--- src/include/wut_defs.vh ---
// Purpose: Constants for the wake-up timer: register indices, fields, resets, timing.
// Assumes: Register byte address is four times the register index.
// Notes:   Definitions only; included by bare name.
`ifndef WUT_DEFS_VH
`define WUT_DEFS_VH

// Register indices (byte address = index * 4)
`define WUT_IDX_PRESCALE     10'h316
`define WUT_IDX_CLKARM       10'h317
`define WUT_IDX_RELOAD_LO    10'h318
`define WUT_IDX_RELOAD_HI    10'h319
`define WUT_IDX_CTRL         10'h31A
`define WUT_IDX_IRQ_BANK1    10'h31B
`define WUT_IDX_IRQ_BANK2    10'h31C
`define WUT_IDX_OSC_STATUS   10'h31D
`define WUT_IDX_INT_STATUS   10'h31E
`define WUT_IDX_COUNT_LO     10'h31F
`define WUT_IDX_COUNT_HI     10'h320

// Prescale config fields
`define WUT_PRESCAL_MSB      2
`define WUT_PRESCAL_LSB      0

// Clock/arm config fields
`define WUT_SLEEP_CFG_MSB    6
`define WUT_SLEEP_CFG_LSB    3
`define WUT_SRC_XTAL_BIT     3
`define WUT_CLK_EN_BIT       1
`define WUT_WAKE_ARM_BIT     0

// Timer control fields
`define WUT_FLAG_RST_BIT     0
`define WUT_CAL_TRIG_BIT     1

// Event bits, shared by status and both enable banks
`define WUT_EVT_TIMEOUT_BIT  0
`define WUT_EVT_CAL_BIT      1

// Oscillator status fields
`define WUT_ST_CAL_DONE_BIT  0
`define WUT_ST_FLAG_BIT      1
`define WUT_ST_CAL_BUSY_BIT  2
`define WUT_ST_SLEEP_BIT     3

// Reset values
`define WUT_RST_BYTE         8'h00
`define WUT_RST_EVT          2'h0

// Prescaler terminal counts (divider minus one)
`define WUT_DIV_LAST_0       16'h0000
`define WUT_DIV_LAST_1       16'h0003
`define WUT_DIV_LAST_2       16'h0007
`define WUT_DIV_LAST_3       16'h000F
`define WUT_DIV_LAST_4       16'h007F
`define WUT_DIV_LAST_5       16'h03FF
`define WUT_DIV_LAST_6       16'h1FFF
`define WUT_DIV_LAST_7       16'hFFFF

// Timing
`define WUT_CLK_FREQ_MHZ     10
`define WUT_CAL_TIME_US      1000
`define WUT_CAL_CYCLES       (`WUT_CAL_TIME_US * `WUT_CLK_FREQ_MHZ)

`endif

--- src/core/wut_prescaler.v ---
// Purpose: 3-bit programmable prescaler for the wake-up timer.
// Assumes: slow_tick_i is a one-cycle pulse per 32.768 kHz period.
// Notes:   tick_o pulses once every selected number of slow ticks.
`timescale 1ns/100ps
`include "wut_defs.vh"

module wut_prescaler (
    // Clock and reset
    input  wire        clk_i,
    input  wire        rst_i,
    // Control
    input  wire        clear_i,
    input  wire        slow_tick_i,
    input  wire [2:0]  code_i,
    // Divided tick
    output reg         tick_o
);

    reg  [15:0] div_cnt;
    wire [15:0] last;

    // Terminal count for each prescaler code
    function [15:0] div_last;
        input [2:0] code;
        begin
            case (code)
                3'h0:    div_last = `WUT_DIV_LAST_0;
                3'h1:    div_last = `WUT_DIV_LAST_1;
                3'h2:    div_last = `WUT_DIV_LAST_2;
                3'h3:    div_last = `WUT_DIV_LAST_3;
                3'h4:    div_last = `WUT_DIV_LAST_4;
                3'h5:    div_last = `WUT_DIV_LAST_5;
                3'h6:    div_last = `WUT_DIV_LAST_6;
                default: div_last = `WUT_DIV_LAST_7;
            endcase
        end
    endfunction

    assign last = div_last(code_i);

    // Divider; >= compare so a smaller code mid-count cannot overrun
    always @(posedge clk_i) begin
        if (rst_i || clear_i) begin
            div_cnt <= 16'h0000;
            tick_o  <= 1'b0;
        end else begin
            tick_o <= 1'b0;
            if (slow_tick_i) begin
                if (div_cnt >= last) begin
                    div_cnt <= 16'h0000;
                    tick_o  <= 1'b1;
                end else begin
                    div_cnt <= div_cnt + 16'h0001;
                end
            end
        end
    end

endmodule

--- src/core/wut_top.v ---
// Purpose: Sleep wake-up timer with Wishbone register access.
// Assumes: Slow oscillator levels arrive synchronous to clk_i (10 MHz).
// Notes:   Single clock; slow clock edges become one-cycle enables.
//
// Overview of operation
// - The timer runs from a 32.768 kHz source, RC or crystal, picked by the sleep config field.
// - A 3-bit prescaler divides the slow clock by 1, 4, 8, 16, 128, 1024, 8192 or 65536.
// - A 16-bit down counter is driven by the prescaler and reloads from two reload bytes.
// - Once the clock is enabled the counter steps down from the reload value each tick.
// - Reaching zero raises a timeout interrupt where wake-up interrupts are enabled.
// - The timeout interrupt can be enabled in either of two banks, one per interrupt output.
// - With wake-on-expiry armed, the timeout takes the device out of sleep.
// - The RC calibration never starts by itself; a 0 then 1 write of the trigger starts it.
// - Calibration takes about 1 ms and then sets the calibration done flag.
//
// Implementation choice: the Wishbone register port.
`timescale 1ns/100ps
`include "wut_defs.vh"

module wut_top #(
    parameter CAL_CYCLES = `WUT_CAL_CYCLES
) (
    // Clock and reset
    input  wire        clk_i,
    input  wire        rst_i,
    // Wishbone slave
    input  wire [11:0] wb_adr_i,
    input  wire [31:0] wb_dat_i,
    input  wire [3:0]  wb_sel_i,
    input  wire        wb_we_i,
    input  wire        wb_cyc_i,
    input  wire        wb_stb_i,
    output reg  [31:0] wb_dat_o,
    output reg         wb_ack_o,
    // Slow oscillator levels
    input  wire        rc_osc_i,
    input  wire        xtal_osc_i,
    // Radio controller sleep handshake
    input  wire        sleep_cmd_i,
    output reg         sleeping_o,
    output reg         wake_o,
    // Oscillator calibration
    output reg         rc_cal_active_o,
    // Interrupts
    output reg         irq1_o,
    output reg         irq2_o
);

    // Register map, word index on the bus (byte address is four times the index)
    //   0x316  wake_prescale_config   [2:0] prescaler code
    //   0x317  wake_clock_arm_config  [6:3] sleep config, bit 3 picks the crystal
    //                                 bit 1 timer clock enable, bit 0 wake arm
    //   0x318  reload_low_byte        low half of the reload value
    //   0x319  reload_high_byte       high half of the reload value
    //   0x31A  timer control          bit 0 flag reset, bit 1 calibration trigger
    //   0x31B  first_irq_enable_bank  bit 0 timeout, bit 1 calibration done
    //   0x31C  second_irq_enable_bank same layout as the first bank
    //   0x31D  slow_osc_status_reg    bit 0 done, bit 1 flag, bit 2 busy, bit 3 asleep
    //   0x31E  interrupt status       sticky events, write one to clear
    //   0x31F  count low byte         live counter, read only
    //   0x320  count high byte        live counter, read only
    //
    // Only byte lane 0 carries data; the other lanes read back as zero.
    // Indices outside the map are acknowledged, ignored on write, zero on read.
    //
    // Bus timing
    //   A request is taken on the edge that sees cyc and stb high and ack low.
    //   A write lands on that same edge and ack rises with it.
    //   Read data is registered on that edge and stands while ack stands.
    //   Ack lasts one cycle, even if the master keeps stb up.
    //   A master holding stb gets its next access taken once ack has fallen.
    //
    // Timer behaviour
    //   With the clock enable low the counter follows the reload value and the
    //   prescaler is held clear, so enabling always starts a full first tick.
    //   Each prescaler tick steps a nonzero counter down by one.
    //   The tick that brings the counter to zero is the expiry event.
    //   The next tick reloads, so later expiries are reload plus one ticks apart.
    //   A reload of zero expires on every tick.
    //
    // Limitation: the counter bytes are read one at a time and are not latched,
    // so software reading a running counter may see a carry between the halves.
    //
    // Trade-off: the slow oscillators are sampled as plain levels on clk_i; an
    // edge is found by comparing with the previous sample, which costs one cycle
    // of latency but keeps the whole block in a single clock domain.

    // Register storage
    reg  [7:0]  wake_prescale_config;
    reg  [7:0]  wake_clock_arm_config;
    reg  [7:0]  reload_low_byte;
    reg  [7:0]  reload_high_byte;
    reg  [7:0]  timer_ctrl;
    reg  [1:0]  first_irq_enable_bank;
    reg  [1:0]  second_irq_enable_bank;
    reg  [1:0]  int_status;

    // Timer state
    reg         rc_prev;
    reg         xtal_prev;
    reg  [15:0] count;
    reg         timeout_flag;
    reg         rc_cal_done;
    reg  [31:0] cal_cnt;
    reg  [31:0] next_rdata;

    // Decoded access
    wire [9:0]  idx;
    wire        bus_req;
    wire        wr_lane0;
    wire        src_xtal;
    wire        clk_en;
    wire        wake_arm;
    wire        slow_tick;
    wire        presc_tick;
    wire [15:0] reload;
    wire        zero_evt;
    wire        wr_ctrl;
    wire        flag_clr;
    wire        cal_start;
    wire        cal_end;
    wire [1:0]  events;

    assign idx      = wb_adr_i[11:2];
    assign bus_req  = wb_cyc_i & wb_stb_i & ~wb_ack_o;
    assign wr_lane0 = bus_req & wb_we_i & wb_sel_i[0];

    // Write strobe for one register index
    function wr_hit;
        input [9:0] at;
        input [9:0] want;
        input       wr;
        begin
            wr_hit = wr && (at == want);
        end
    endfunction

    // Source select and control bits
    assign src_xtal = wake_clock_arm_config[`WUT_SRC_XTAL_BIT];
    assign clk_en   = wake_clock_arm_config[`WUT_CLK_EN_BIT];
    assign wake_arm = wake_clock_arm_config[`WUT_WAKE_ARM_BIT];
    assign reload   = {reload_high_byte, reload_low_byte};

    // Slow clock rising edge of the chosen oscillator
    assign slow_tick = src_xtal ? (xtal_osc_i & ~xtal_prev)
                                : (rc_osc_i & ~rc_prev);

    always @(posedge clk_i) begin
        if (rst_i) begin
            rc_prev   <= 1'b0;
            xtal_prev <= 1'b0;
        end else begin
            rc_prev   <= rc_osc_i;
            xtal_prev <= xtal_osc_i;
        end
    end

    // Prescaler held clear while the timer clock is off
    wut_prescaler u_presc (
        .clk_i       (clk_i),
        .rst_i       (rst_i),
        .clear_i     (~clk_en),
        .slow_tick_i (slow_tick),
        .code_i      (wake_prescale_config[`WUT_PRESCAL_MSB:`WUT_PRESCAL_LSB]),
        .tick_o      (presc_tick)
    );

    // Zero reached on this tick; a zero reload expires every tick
    assign zero_evt = presc_tick &
                      ((count == 16'h0001) || ((count == 16'h0000) && (reload == 16'h0000)));

    // Down counter; it sits at zero for one tick before reloading
    always @(posedge clk_i) begin
        if (rst_i) begin
            count <= 16'h0000;
        end else if (!clk_en) begin
            count <= reload;
        end else if (presc_tick) begin
            if (count == 16'h0000) begin
                count <= reload;
            end else begin
                count <= count - 16'h0001;
            end
        end
    end

    // Control register edges: flag clear on 1->0, calibration on 0->1
    assign wr_ctrl   = wr_hit(idx, `WUT_IDX_CTRL, wr_lane0);
    assign flag_clr  = wr_ctrl & timer_ctrl[`WUT_FLAG_RST_BIT]
                       & ~wb_dat_i[`WUT_FLAG_RST_BIT];
    assign cal_start = wr_ctrl & ~timer_ctrl[`WUT_CAL_TRIG_BIT]
                       & wb_dat_i[`WUT_CAL_TRIG_BIT];

    // Timeout flag; a new expiry wins over a clear in the same cycle
    always @(posedge clk_i) begin
        if (rst_i) begin
            timeout_flag <= 1'b0;
        end else if (zero_evt) begin
            timeout_flag <= 1'b1;
        end else if (flag_clr) begin
            timeout_flag <= 1'b0;
        end
    end

    // Calibration timer; only software starts it
    // Busy stands for exactly CAL_CYCLES clocks; a new trigger while busy
    // restarts the count and clears the done flag, so a late trigger simply
    // stretches the calibration instead of being lost.
    assign cal_end = rc_cal_active_o && (cal_cnt == 32'd1);

    always @(posedge clk_i) begin
        if (rst_i) begin
            rc_cal_active_o <= 1'b0;
            rc_cal_done     <= 1'b0;
            cal_cnt         <= 32'h00000000;
        end else if (cal_start) begin
            rc_cal_active_o <= 1'b1;
            rc_cal_done     <= 1'b0;
            cal_cnt         <= CAL_CYCLES;
        end else if (rc_cal_active_o) begin
            cal_cnt <= cal_cnt - 32'd1;
            if (cal_end) begin
                rc_cal_active_o <= 1'b0;
                rc_cal_done     <= 1'b1;
            end
        end
    end

    // Sticky interrupt events, write one to clear, set wins
    assign events = {cal_end, zero_evt};

    always @(posedge clk_i) begin
        if (rst_i) begin
            int_status <= `WUT_RST_EVT;
        end else if (wr_hit(idx, `WUT_IDX_INT_STATUS, wr_lane0)) begin
            int_status <= (int_status & ~wb_dat_i[1:0]) | events;
        end else begin
            int_status <= int_status | events;
        end
    end

    // Two enable banks, each feeding its own output
    always @(posedge clk_i) begin
        if (rst_i) begin
            irq1_o <= 1'b0;
            irq2_o <= 1'b0;
        end else begin
            irq1_o <= |(int_status & first_irq_enable_bank);
            irq2_o <= |(int_status & second_irq_enable_bank);
        end
    end

    // Sleep state; an armed expiry ends it
    // The wake pulse needs only the arm bit, not a bank enable, so a masked
    // interrupt still brings the radio back; the expiry wins over a sleep
    // command in the same cycle only while already asleep; an expiry that meets the command while awake is lost.
    always @(posedge clk_i) begin
        if (rst_i) begin
            sleeping_o <= 1'b0;
            wake_o     <= 1'b0;
        end else begin
            wake_o <= 1'b0;
            if (sleeping_o && wake_arm && zero_evt) begin
                sleeping_o <= 1'b0;
                wake_o     <= 1'b1;
            end else if (sleep_cmd_i) begin
                sleeping_o <= 1'b1;
            end
        end
    end

    // Register writes; only byte lane 0 carries data
    always @(posedge clk_i) begin
        if (rst_i) begin
            wake_prescale_config   <= `WUT_RST_BYTE;
            wake_clock_arm_config  <= `WUT_RST_BYTE;
            reload_low_byte        <= `WUT_RST_BYTE;
            reload_high_byte       <= `WUT_RST_BYTE;
            timer_ctrl             <= `WUT_RST_BYTE;
            first_irq_enable_bank  <= 2'h0;
            second_irq_enable_bank <= 2'h0;
        end else if (wr_lane0) begin
            case (idx)
                `WUT_IDX_PRESCALE:  wake_prescale_config   <= wb_dat_i[7:0];
                `WUT_IDX_CLKARM:    wake_clock_arm_config  <= wb_dat_i[7:0];
                `WUT_IDX_RELOAD_LO: reload_low_byte        <= wb_dat_i[7:0];
                `WUT_IDX_RELOAD_HI: reload_high_byte       <= wb_dat_i[7:0];
                `WUT_IDX_CTRL:      timer_ctrl             <= wb_dat_i[7:0];
                `WUT_IDX_IRQ_BANK1: first_irq_enable_bank  <= wb_dat_i[1:0];
                `WUT_IDX_IRQ_BANK2: second_irq_enable_bank <= wb_dat_i[1:0];
                default: ;
            endcase
        end
    end

    // Read multiplexer; unmapped indices read zero
    always @* begin
        next_rdata = 32'h00000000;
        case (idx)
            `WUT_IDX_PRESCALE:   next_rdata[7:0] = wake_prescale_config;
            `WUT_IDX_CLKARM:     next_rdata[7:0] = wake_clock_arm_config;
            `WUT_IDX_RELOAD_LO:  next_rdata[7:0] = reload_low_byte;
            `WUT_IDX_RELOAD_HI:  next_rdata[7:0] = reload_high_byte;
            `WUT_IDX_CTRL:       next_rdata[7:0] = timer_ctrl;
            `WUT_IDX_IRQ_BANK1:  next_rdata[1:0] = first_irq_enable_bank;
            `WUT_IDX_IRQ_BANK2:  next_rdata[1:0] = second_irq_enable_bank;
            `WUT_IDX_OSC_STATUS: begin
                next_rdata[`WUT_ST_CAL_DONE_BIT] = rc_cal_done;
                next_rdata[`WUT_ST_FLAG_BIT]     = timeout_flag;
                next_rdata[`WUT_ST_CAL_BUSY_BIT] = rc_cal_active_o;
                next_rdata[`WUT_ST_SLEEP_BIT]    = sleeping_o;
            end
            `WUT_IDX_INT_STATUS: next_rdata[1:0] = int_status;
            `WUT_IDX_COUNT_LO:   next_rdata[7:0] = count[7:0];
            `WUT_IDX_COUNT_HI:   next_rdata[7:0] = count[15:8];
            default:             next_rdata = 32'h00000000;
        endcase
    end

    // Single-wait-state acknowledge, dropped the cycle after
    // Read data is only updated on read requests, so it holds still across
    // writes and the upper lanes stay zero in every ack cycle.
    always @(posedge clk_i) begin
        if (rst_i) begin
            wb_ack_o <= 1'b0;
            wb_dat_o <= 32'h00000000;
        end else begin
            wb_ack_o <= bus_req;
            if (bus_req && !wb_we_i) begin
                wb_dat_o <= next_rdata;
            end
        end
    end

endmodule

--- config.mk ---
export PLATFORM = sky130hd
export DESIGN_NAME = wut_top
export DESIGN_NICKNAME = d
export VERILOG_FILES = /design/src/core/wut_prescaler.v /design/src/core/wut_top.v
export VERILOG_INCLUDE_DIRS = /design/src /design/src/include
export SDC_FILE = /design/constraint.sdc
export NUM_CORES = 1
export LEC_CHECK = 0
export BUFFER_PORTS_ARGS = -buffer_cell sky130_fd_sc_hd__buf_4
export CORE_ASPECT_RATIO = 0.75
export CORE_MARGIN = 3
export CORE_UTILIZATION = 35
export CTS_CLUSTER_SIZE = 25
export DETAILED_ROUTE_END_ITERATION = 8
export PLACE_DENSITY = 0.62
export SYNTH_ARGS = -nofsm -noshare
export SYNTH_HDL_FRONTEND = slang
export SYNTH_HIERARCHICAL = 1
export SYNTH_SLANG_ARGS = --single-unit
export TNS_END_PERCENT = 100
--- constraint.sdc ---
create_clock -name clk_i -period 2.38 [get_ports clk_i]
set_input_delay 0.238 -clock clk_i [delete_from_list [all_inputs] [get_ports clk_i]]
set_output_delay 0.238 -clock clk_i [all_outputs]
set_load 0.02 [all_outputs]
Word level (Yosys, flattened, before mapping):

Cells that the tools add are included.

* $add $sub $neg: 3
* $mul: 0
* div/mod/pow operators: 0
* magnitude comparators: 1
* eq/ne operators: 20
* shift-type cells: 0
* multiplexer cells: 19
* bitwise operators: 24
* reductions and logical operators: 28

Operators by type and width (number)
* $pmux 16 s7: 1
* $eq 10x10->1 const B: 11
* $mux 16: 4
* $eq 32x1->1 const B: 1
* $logic_not 16->1: 2
* $sub 32x1->32 const B: 1
* $mux 14: 2
* $pmux 4 s7: 1
* $pmux 2 s11: 1
* $add 16x1->16 const B: 1
* $eq 16x1->1 const B: 1
* $ge 16x16->1: 1
* $pmux 2 s8: 1
* $reduce_and 2->1: 8
* $sub 16x1->16 const B: 1
* $and 1x1->1: 11
* $reduce_or 2->1: 5
* $eq 3x3->1 const B: 3
* $mux 1: 8
* $logic_and 1x1->1: 7
* $not 1->1: 7
* $and 2x2->2: 3
* $eq 3x2->1 const B: 2
* $or 2x2->2: 2
* other kinds (8): 10

* register bits after elaboration: 129
* bits in latches: 0
* memory bits (writable): 0
* memory bits (read-only): 0
* memories kept: 0

Logic depth before layout (Yosys ltp):

Gate-level depths: netlist of the first run.

* depth in word-level cells: 9
* gate-level depth with buffers: 9
* mapped depth without buffers: 7

Modules after synthesis:

Netlist of the first run, hierarchy kept.

By module, submodules not included
* wut_top: instances 1, cells an instance 693, area an instance 5759.3 um^2, seq. area each 2242.2 um^2
* wut_prescaler: instances 1, cells an instance 126, area an instance 1084.8 um^2, seq. area each 340.3 um^2

Least setup slack after synthesis of the first run:

No wires, ideal clock.

* path type: reg2reg
* from: reg wake_prescale_config[0]
* to: reg u_presc.div_cnt[6]
* setup time: 64 ps
* arrival: 2346 ps
* setup slack: -29 ps
* stages on the path, launching flop included: 9
* clock period less this slack: 2409 ps
* cells stage by stage: dfxtp_1 -> or3_2 -> ha_1 -> nand2b_1 -> a2111oi_0 -> o211ai_1 -> a221o_2 -> buf_6 -> nor2_1

* word-level cells in the longest chain between the ends: 4
* elaborated cells on any way between the ends: 10

Ends and longest elaborated chain
* from (decl): line wut_top.v:89 `reg [7:0] wake_prescale_config;`
* from (signal assigned): line wut_top.v:275 `` wake_prescale_config <= `WUT_RST_BYTE; ``
* from (signal assigned): line wut_top.v:284 `` `WUT_IDX_PRESCALE: wake_prescale_config <= wb_dat_i[7:0]; ``
* $eq 3x3->1 (tied with other cells): line wut_prescaler.v:26 `case (code)`
* $pmux 16 s7 *: line wut_prescaler.v:26
* $ge 16x16->1 *: line wut_prescaler.v:49 `if (div_cnt >= last) begin`
* $mux 16 *: line wut_prescaler.v:49
* to (signal assigned): line wut_prescaler.v:53 `div_cnt <= div_cnt + 16'h0001;`
* to (decl): line wut_prescaler.v:19 `reg [15:0] div_cnt;`

Mark *: on every way between the ends. The rest lies on a longest branch, timed or not.
A chain may end at the register's enable or synchronous reset.

Worst setup path in the final report of the first run:

* from: reg wake_prescale_config[0]
* to: reg u_presc.div_cnt[10]

The elaborated chain is that of the path after synthesis.

==> results.sh, run 1 <==
export IMPL_synth_cell_type_count=73
export IMPL_fin_nets=952
export IMPL_syn_cell_area_um2=6844
export IMPL_layout_drive_gt1_share_pct=15.86
export IMPL_hold_viol_final=0
export IMPL_crit_fanout=7
export IMPL_period_minus_slack_ps=2321
export IMPL_p_per_area_nw_per_um2=595.5
export IMPL_reg2reg_depth=7
export IMPL_p_int_uw=3683
export IMPL_async_flop_share_pct=0
export IMPL_routabilityCongestion=0.9096
export IMPL_overflow=0
export IMPL_cpPeakStageDelay_ps=460
export IMPL_seq_area_um2=2587
export IMPL_worstSkewPairLatency_ps=420
export IMPL_die_w_um=167.5
export IMPL_drc_errors=0
export IMPL_nFillCells=1884
export IMPL_grt_pass1_vias=5623
export IMPL_max_freq_ghz=0.4309
export IMPL_worstPathCellList="or3_4 > ha_1 > nand2b_4 > a2111oi_2 > o211ai_1 > a221o_2 > nor2_1"
export IMPL_switching_share_pct=23.74
export IMPL_syn_mean_instance_area_um2=8.357
export IMPL_finClkSkew_ps=8.447
export IMPL_wl_per_cell_um=16.77
export IMPL_min_path_type="in -> reg"
export IMPL_final_cell_mix="dfxtp_1, nor2_1, nand2_1"
export IMPL_grt_setup_unrepaired="no"
export IMPL_drt_first_pass_iters=7
export IMPL_netSwitchingPower_uw=1147
export IMPL_post_dp_hpwl_mm=13.70
export IMPL_root_buffer="clkbuf_16"
export IMPL_port_buffers=40
export IMPL_layout_commonest_cell="dfxtp_1"
export IMPL_die_area_um2=21290
export IMPL_synthCells=819
export IMPL_placed_area_um2=7530
export IMPL_h_tree_depth=4
export IMPL_grt_antenna_before_repair=0
export IMPL_crit_type="reg -> reg"
export IMPL_end_kind="flip-flop"
export IMPL_routed_wl_mm=19.05
export IMPL_max_cap_violations=0
export IMPL_worstSetupStartpointType="flip-flop"
export IMPL_max_vdd_ir_drop_uv=436.8
export IMPL_grt_max_degree=59
export IMPL_row_count=43
export IMPL_holdPathStages=2
export IMPL_setup_viol_count_final=0
export IMPL_clk_pin_slew_ps=60
export IMPL_antenna_left=0
export IMPL_grtUsageTotal_pct=17.76
export IMPL_required_ps=2730
export IMPL_status="finished clean"
export IMPL_design_core_area_um2=18830
export IMPL_grt_pass1_wl_mm=30.47
export IMPL_power_frac_comb_pct=4.6
export IMPL_fin_crit_sh_pct=97.52
export IMPL_vias=6210
export IMPL_cts_sinks=129
export IMPL_clockBufferDepth=2
export IMPL_yosysWarnings=6
export IMPL_hold_buffers=0
export IMPL_final_max_slew_viol_count=0
export IMPL_tightest_slew_ps=764.4
export IMPL_ys_flop_type="dfxtp_1"
export IMPL_insertedDiodeCount=0
export IMPL_critPathArrivalTime_ps=2670
export IMPL_cts_made_buffers=17
export IMPL_seqPwrFrac_pct=44.8
export IMPL_worst_slack_ps=59.03
export IMPL_leakagePower_uw=0.003199
export IMPL_pre_cts_ws_ps=-15.01
export IMPL_top_level_ports=94
export IMPL_ys_seq_area_share_pct=37.73
export IMPL_power_frac_clock_pct=50.6
export IMPL_die_y_um=127.1
export IMPL_cts_tree="built"
export IMPL_via_per_inst=5.467
export IMPL_synth_edf_count=0
export IMPL_ys_ff_latch=129
export IMPL_multiInputGateArea_um2=3961
export IMPL_drtIter0Drc=542
export IMPL_area_growth_pct=18.50
export IMPL_slew_limit_headroom_pct=48.50
export IMPL_start_util_pct=36.35
export IMPL_slowest_stage="a221o_2"
export IMPL_fin_hold_ws_ps=52.95
export IMPL_final_area_um2=8110
[routing by layer]
metal / track usage, % / wire length [um] / up-vias
li1: - / - / 3029
met1: 26.77 / 9576 / 2908
met2: 23.94 / 7406 / 244
met3: 5.475 / 1767 / 29
met4: 5.483 / 302 / 0
met5: 0 / 0 / -
[sequential cells by signal, indices dropped and copies added, names as in the netlist, 2 cells and up]
register	flops
wb_dat_o	8
reload_low_byte	8
second_irq_enable_bank	2
int_status	2
timer_ctrl	8
wake_prescale_config	8
first_irq_enable_bank	2
u_presc/div_cnt	16
count	16
reload_high_byte	8
cal_cnt	32
wake_clock_arm_config	8
[cell families after synthesis]
logic type | synth area share [%]
AO/OA/AOI/OAI | 14.81
XOR/XNOR | 5.375
adder cells (fa/ha/maj) | 3.620
buffers and inverters | 6.142
flip-flops | 37.73
multiplexers | 5.887
other | 0.05479
AND/OR/NAND/NOR | 26.38
[final timing paths]
| check | from | endpoint | slack, ps |
|---|---|---|---|
| setup / recovery | wake_prescale_config[0] | u_presc/div_cnt[10] | 60 |
| hold / removal | xtal_osc_i | xtal_prev | 50 |
| setup reg to reg | wake_prescale_config[0] | u_presc/div_cnt[10] | 60 |
| hold reg to reg | rc_cal_done | rc_cal_done | 460 |
[synthesized netlist by cell type, drive strengths merged, types with 11 or more instances]
cell type / count / area, um2
dfxtp: 129 / 2582
nor2: 102 / 382.9
nand2: 91 / 341.6
a21oi: 48 / 240.2
buf: 34 / 229.0
nand3: 33 / 165.2
clkbuf: 31 / 116.4
xor2: 30 / 262.8
mux2i: 29 / 290.3
inv: 20 / 75.07
ha: 19 / 237.7
nand4: 19 / 133.9
nor3: 17 / 96.35
nor4: 17 / 121.4
o21ai: 16 / 80.07
xnor2: 12 / 105.1
a31oi: 11 / 68.82
[through the flow]
step                      util [%]  total power (uW)  setup TNS (ps)  instances
after floorplan                  -              2372               0        842
after global placement       39.99              2431               0       1104
after detailed placement     39.99              2431          -61.00       1104
after CTS                    42.97              4881               0       1136
after global routing         43.07              4987               0       1136
final                        43.07              4829               0       1136
[layout make-up]
cell class                 count  share of cell area (%)
sequential                   129                   31.90
clock buffer                  18                   5.415
multi-input combinational    629                   48.84
clock inverter                13                   1.388
inverter                      20                  0.9256
timing repair buffer          80                   7.714
tap                          247                   3.811
[power by group through the flow]
stage               sequential (uW)  combinational (uW)  clock [uW]
global placement               2210                 217           0
floorplan                      2220                 156           0
CTS                            2170                 218        2500
global route                   2160                 237        2580
finish                         2170                 220        2440
detailed placement             2210                 217           0
[repair_timing]
action / CTS / global route
buffers inserted: 0 / 0
resized for setup: 0 / 7
setup endpoints to repair: 14 / 17
pin swaps: 1 / 11
cloned: 1 / 0
[critical path: cells and delay by family (launching register included)]
kind / cells / cell delay [ps]
flip-flops: 1 / 360
AO/OA/AOI/OAI: 3 / 960
adder cells (fa/ha/maj): 1 / 280
AND/OR/NAND/NOR: 3 / 660
(Power assumes the default switching activity.)
==> run 2, diff against run 1 <==
--- a/config.mk
+++ b/config.mk
@@ -7,7 +7,7 @@
 export NUM_CORES = 1
 export LEC_CHECK = 0
 export BUFFER_PORTS_ARGS = -buffer_cell sky130_fd_sc_hd__buf_4
-export CORE_ASPECT_RATIO = 0.75
+export CORE_ASPECT_RATIO = 1.2
 export CORE_MARGIN = 3
 export CORE_UTILIZATION = 35
 export CTS_CLUSTER_SIZE = 25
==> run 2 against run 1 <==
Net effect:
- register-to-register slack barely moved
- non-clock buffer count fell by 2
- highest routed layer unchanged
- sequential power barely moved
- final area rose by 0.83%
- largest cell class unchanged
- critical endpoint is now u_presc/div_cnt[2]
- die area barely moved
- first-iteration DRC count rose by 16%
- sequential cell count did not move
- maximum frequency rose by 0.47%
- clock skew rose by 9.2 ps
- wire length fell by 2.3%
- sequential share of layout area fell by 0.25 points
==> results.sh, run 2 (same netlist as run 1, synthesis figures left out) <==
export IMPL_cts_tree="built"
export IMPL_port_buffers=40
export IMPL_tightest_slew_ps=777.2
export IMPL_p_per_area_nw_per_um2=618.2
export IMPL_design_core_area_um2=19060
export IMPL_antenna_left=0
export IMPL_required_ps=2740
export IMPL_finClkSkew_ps=17.64
export IMPL_status="finished clean"
export IMPL_via_per_inst=5.332
export IMPL_hold_buffers=0
export IMPL_nFillCells=1911
export IMPL_routabilityCongestion=0.8787
export IMPL_reg2reg_depth=7
export IMPL_post_dp_hpwl_mm=13.18
export IMPL_drt_first_pass_iters=6
export IMPL_min_path_type="in -> reg"
export IMPL_wl_per_cell_um=16.27
export IMPL_die_w_um=133.7
export IMPL_largest_reg_flops=32
export IMPL_die_area_um2=21280
export IMPL_slew_limit_headroom_pct=47.64
export IMPL_max_freq_ghz=0.4329
export IMPL_final_cell_mix="dfxtp_1, nor2_1, nand2_1"
export IMPL_power_uw=5056
export IMPL_cts_sinks=129
export IMPL_root_buffer="clkbuf_16"
export IMPL_overflow=0
export IMPL_start_util_pct=35.90
export IMPL_insertedDiodeCount=0
export IMPL_drtIter0Drc=630
export IMPL_worstSkewPairLatency_ps=430
export IMPL_period_minus_slack_ps=2310
export IMPL_row_count=55
export IMPL_h_tree_depth=4
export IMPL_end_kind="flip-flop"
export IMPL_layout_drive_gt1_share_pct=16.33
export IMPL_clockBufferDepth=2
export IMPL_rrSetupSlack_ps=70
export IMPL_dp_cells=1110
export IMPL_grt_pass1_vias=5867
export IMPL_routed_wl_mm=18.62
export IMPL_max_vdd_ir_drop_uv=472.6
export IMPL_leakagePower_uw=0.003208
export IMPL_top_level_ports=94
export IMPL_worstSetupStartpointType="flip-flop"
export IMPL_critPathArrivalTime_ps=2670
export IMPL_max_cap_violations=0
export IMPL_pre_cts_ws_ps=-63.94
export IMPL_worst_slack_ps=69.89
export IMPL_clk_pin_slew_ps=60
export IMPL_cts_made_buffers=17
export IMPL_hold_viol_final=0
export IMPL_layout_commonest_cell="dfxtp_1"
export IMPL_area_growth_pct=19.49
export IMPL_vias=6100
export IMPL_die_y_um=159.2
export IMPL_reg_top3="cal_cnt (32), count (16), u_presc/div_cnt (16)"
export IMPL_fin_nets=950
export IMPL_grt_max_degree=50
export IMPL_crit_type="reg -> reg"
export IMPL_drc_errors=0
export IMPL_setup_viol_count_final=0
export IMPL_crit_fanout=7
export IMPL_holdPathStages=2
export IMPL_grtUsageTotal_pct=17.66
export IMPL_top_register="cal_cnt"
export IMPL_fin_hold_ws_ps=45.90
export IMPL_grt_antenna_before_repair=0
export IMPL_stdcell_count=1144
export IMPL_final_max_slew_viol_count=0
export IMPL_grt_pass1_wl_mm=30.43
export IMPL_fin_crit_sh_pct=97.06
run 2: area by class of cell:
cell class / instances / area [um2] / area share (%)
Multi-Input combinational cell: 629 / 4004 / 48.96
Sequential cell: 129 / 2589 / 31.66
Inverter: 20 / 75.07 / 0.9180
Tap cell: 256 / 320.3 / 3.917
Clock inverter: 13 / 161.4 / 1.974
Clock buffer: 19 / 442.9 / 5.416
Timing Repair Buffer: 78 / 585.6 / 7.160
run 2: per-layer routing:
metal	part of all wire [%]	vias to the layer above	GRT usage, %
met5	0	-	0
met4	2.2	0	6.876
met3	5.1	28	4.014
met2	48	181	28.79
met1	44	2871	22.70
li1	-	3020	-
run 2: worst paths after layout:
path	startpoint	to
setup / recovery	wake_prescale_config[0]	u_presc/div_cnt[2]
hold / removal	xtal_osc_i	xtal_prev
setup reg to reg	wake_prescale_config[0]	u_presc/div_cnt[2]
hold reg to reg	timer_ctrl[4]	timer_ctrl[4]
run 2: timing repair:
item	in CTS	in global routing
endpoints found under the setup margin	14	24
endpoints found under the hold margin	0	0
cloned	1	0
setup buffers	0	1
resized for setup	1	13
pin swaps	3	7
run 2: power breakdown:
part           leakage (uW)  internal [uW]  switching (uW)
registers           0.00104           2160            2.52
clock network      0.000297           1670            1000
logic               0.00187           63.5             151
run 2: stage by stage:
step | instance area [um2] | setup TNS, ps | utilization (%)
finish | 8178 | 0 | 42.90
global route | 8178 | -47.81 | 42.90
CTS | 8109 | 0 | 42.54
detailed placement | 7493 | -774.5 | 39.31
global placement | 7493 | 0 | 39.31
floorplan | 6940 | 0 | -
run 2: critical path, cell delays in order, from the launching register on:
cell	delay (ps)
dfxtp_4	350
or3_4	400
ha_4	220
nand2b_4	140
a2111oi_4	340
o211ai_1	180
a221o_2	490
nor2_1	120
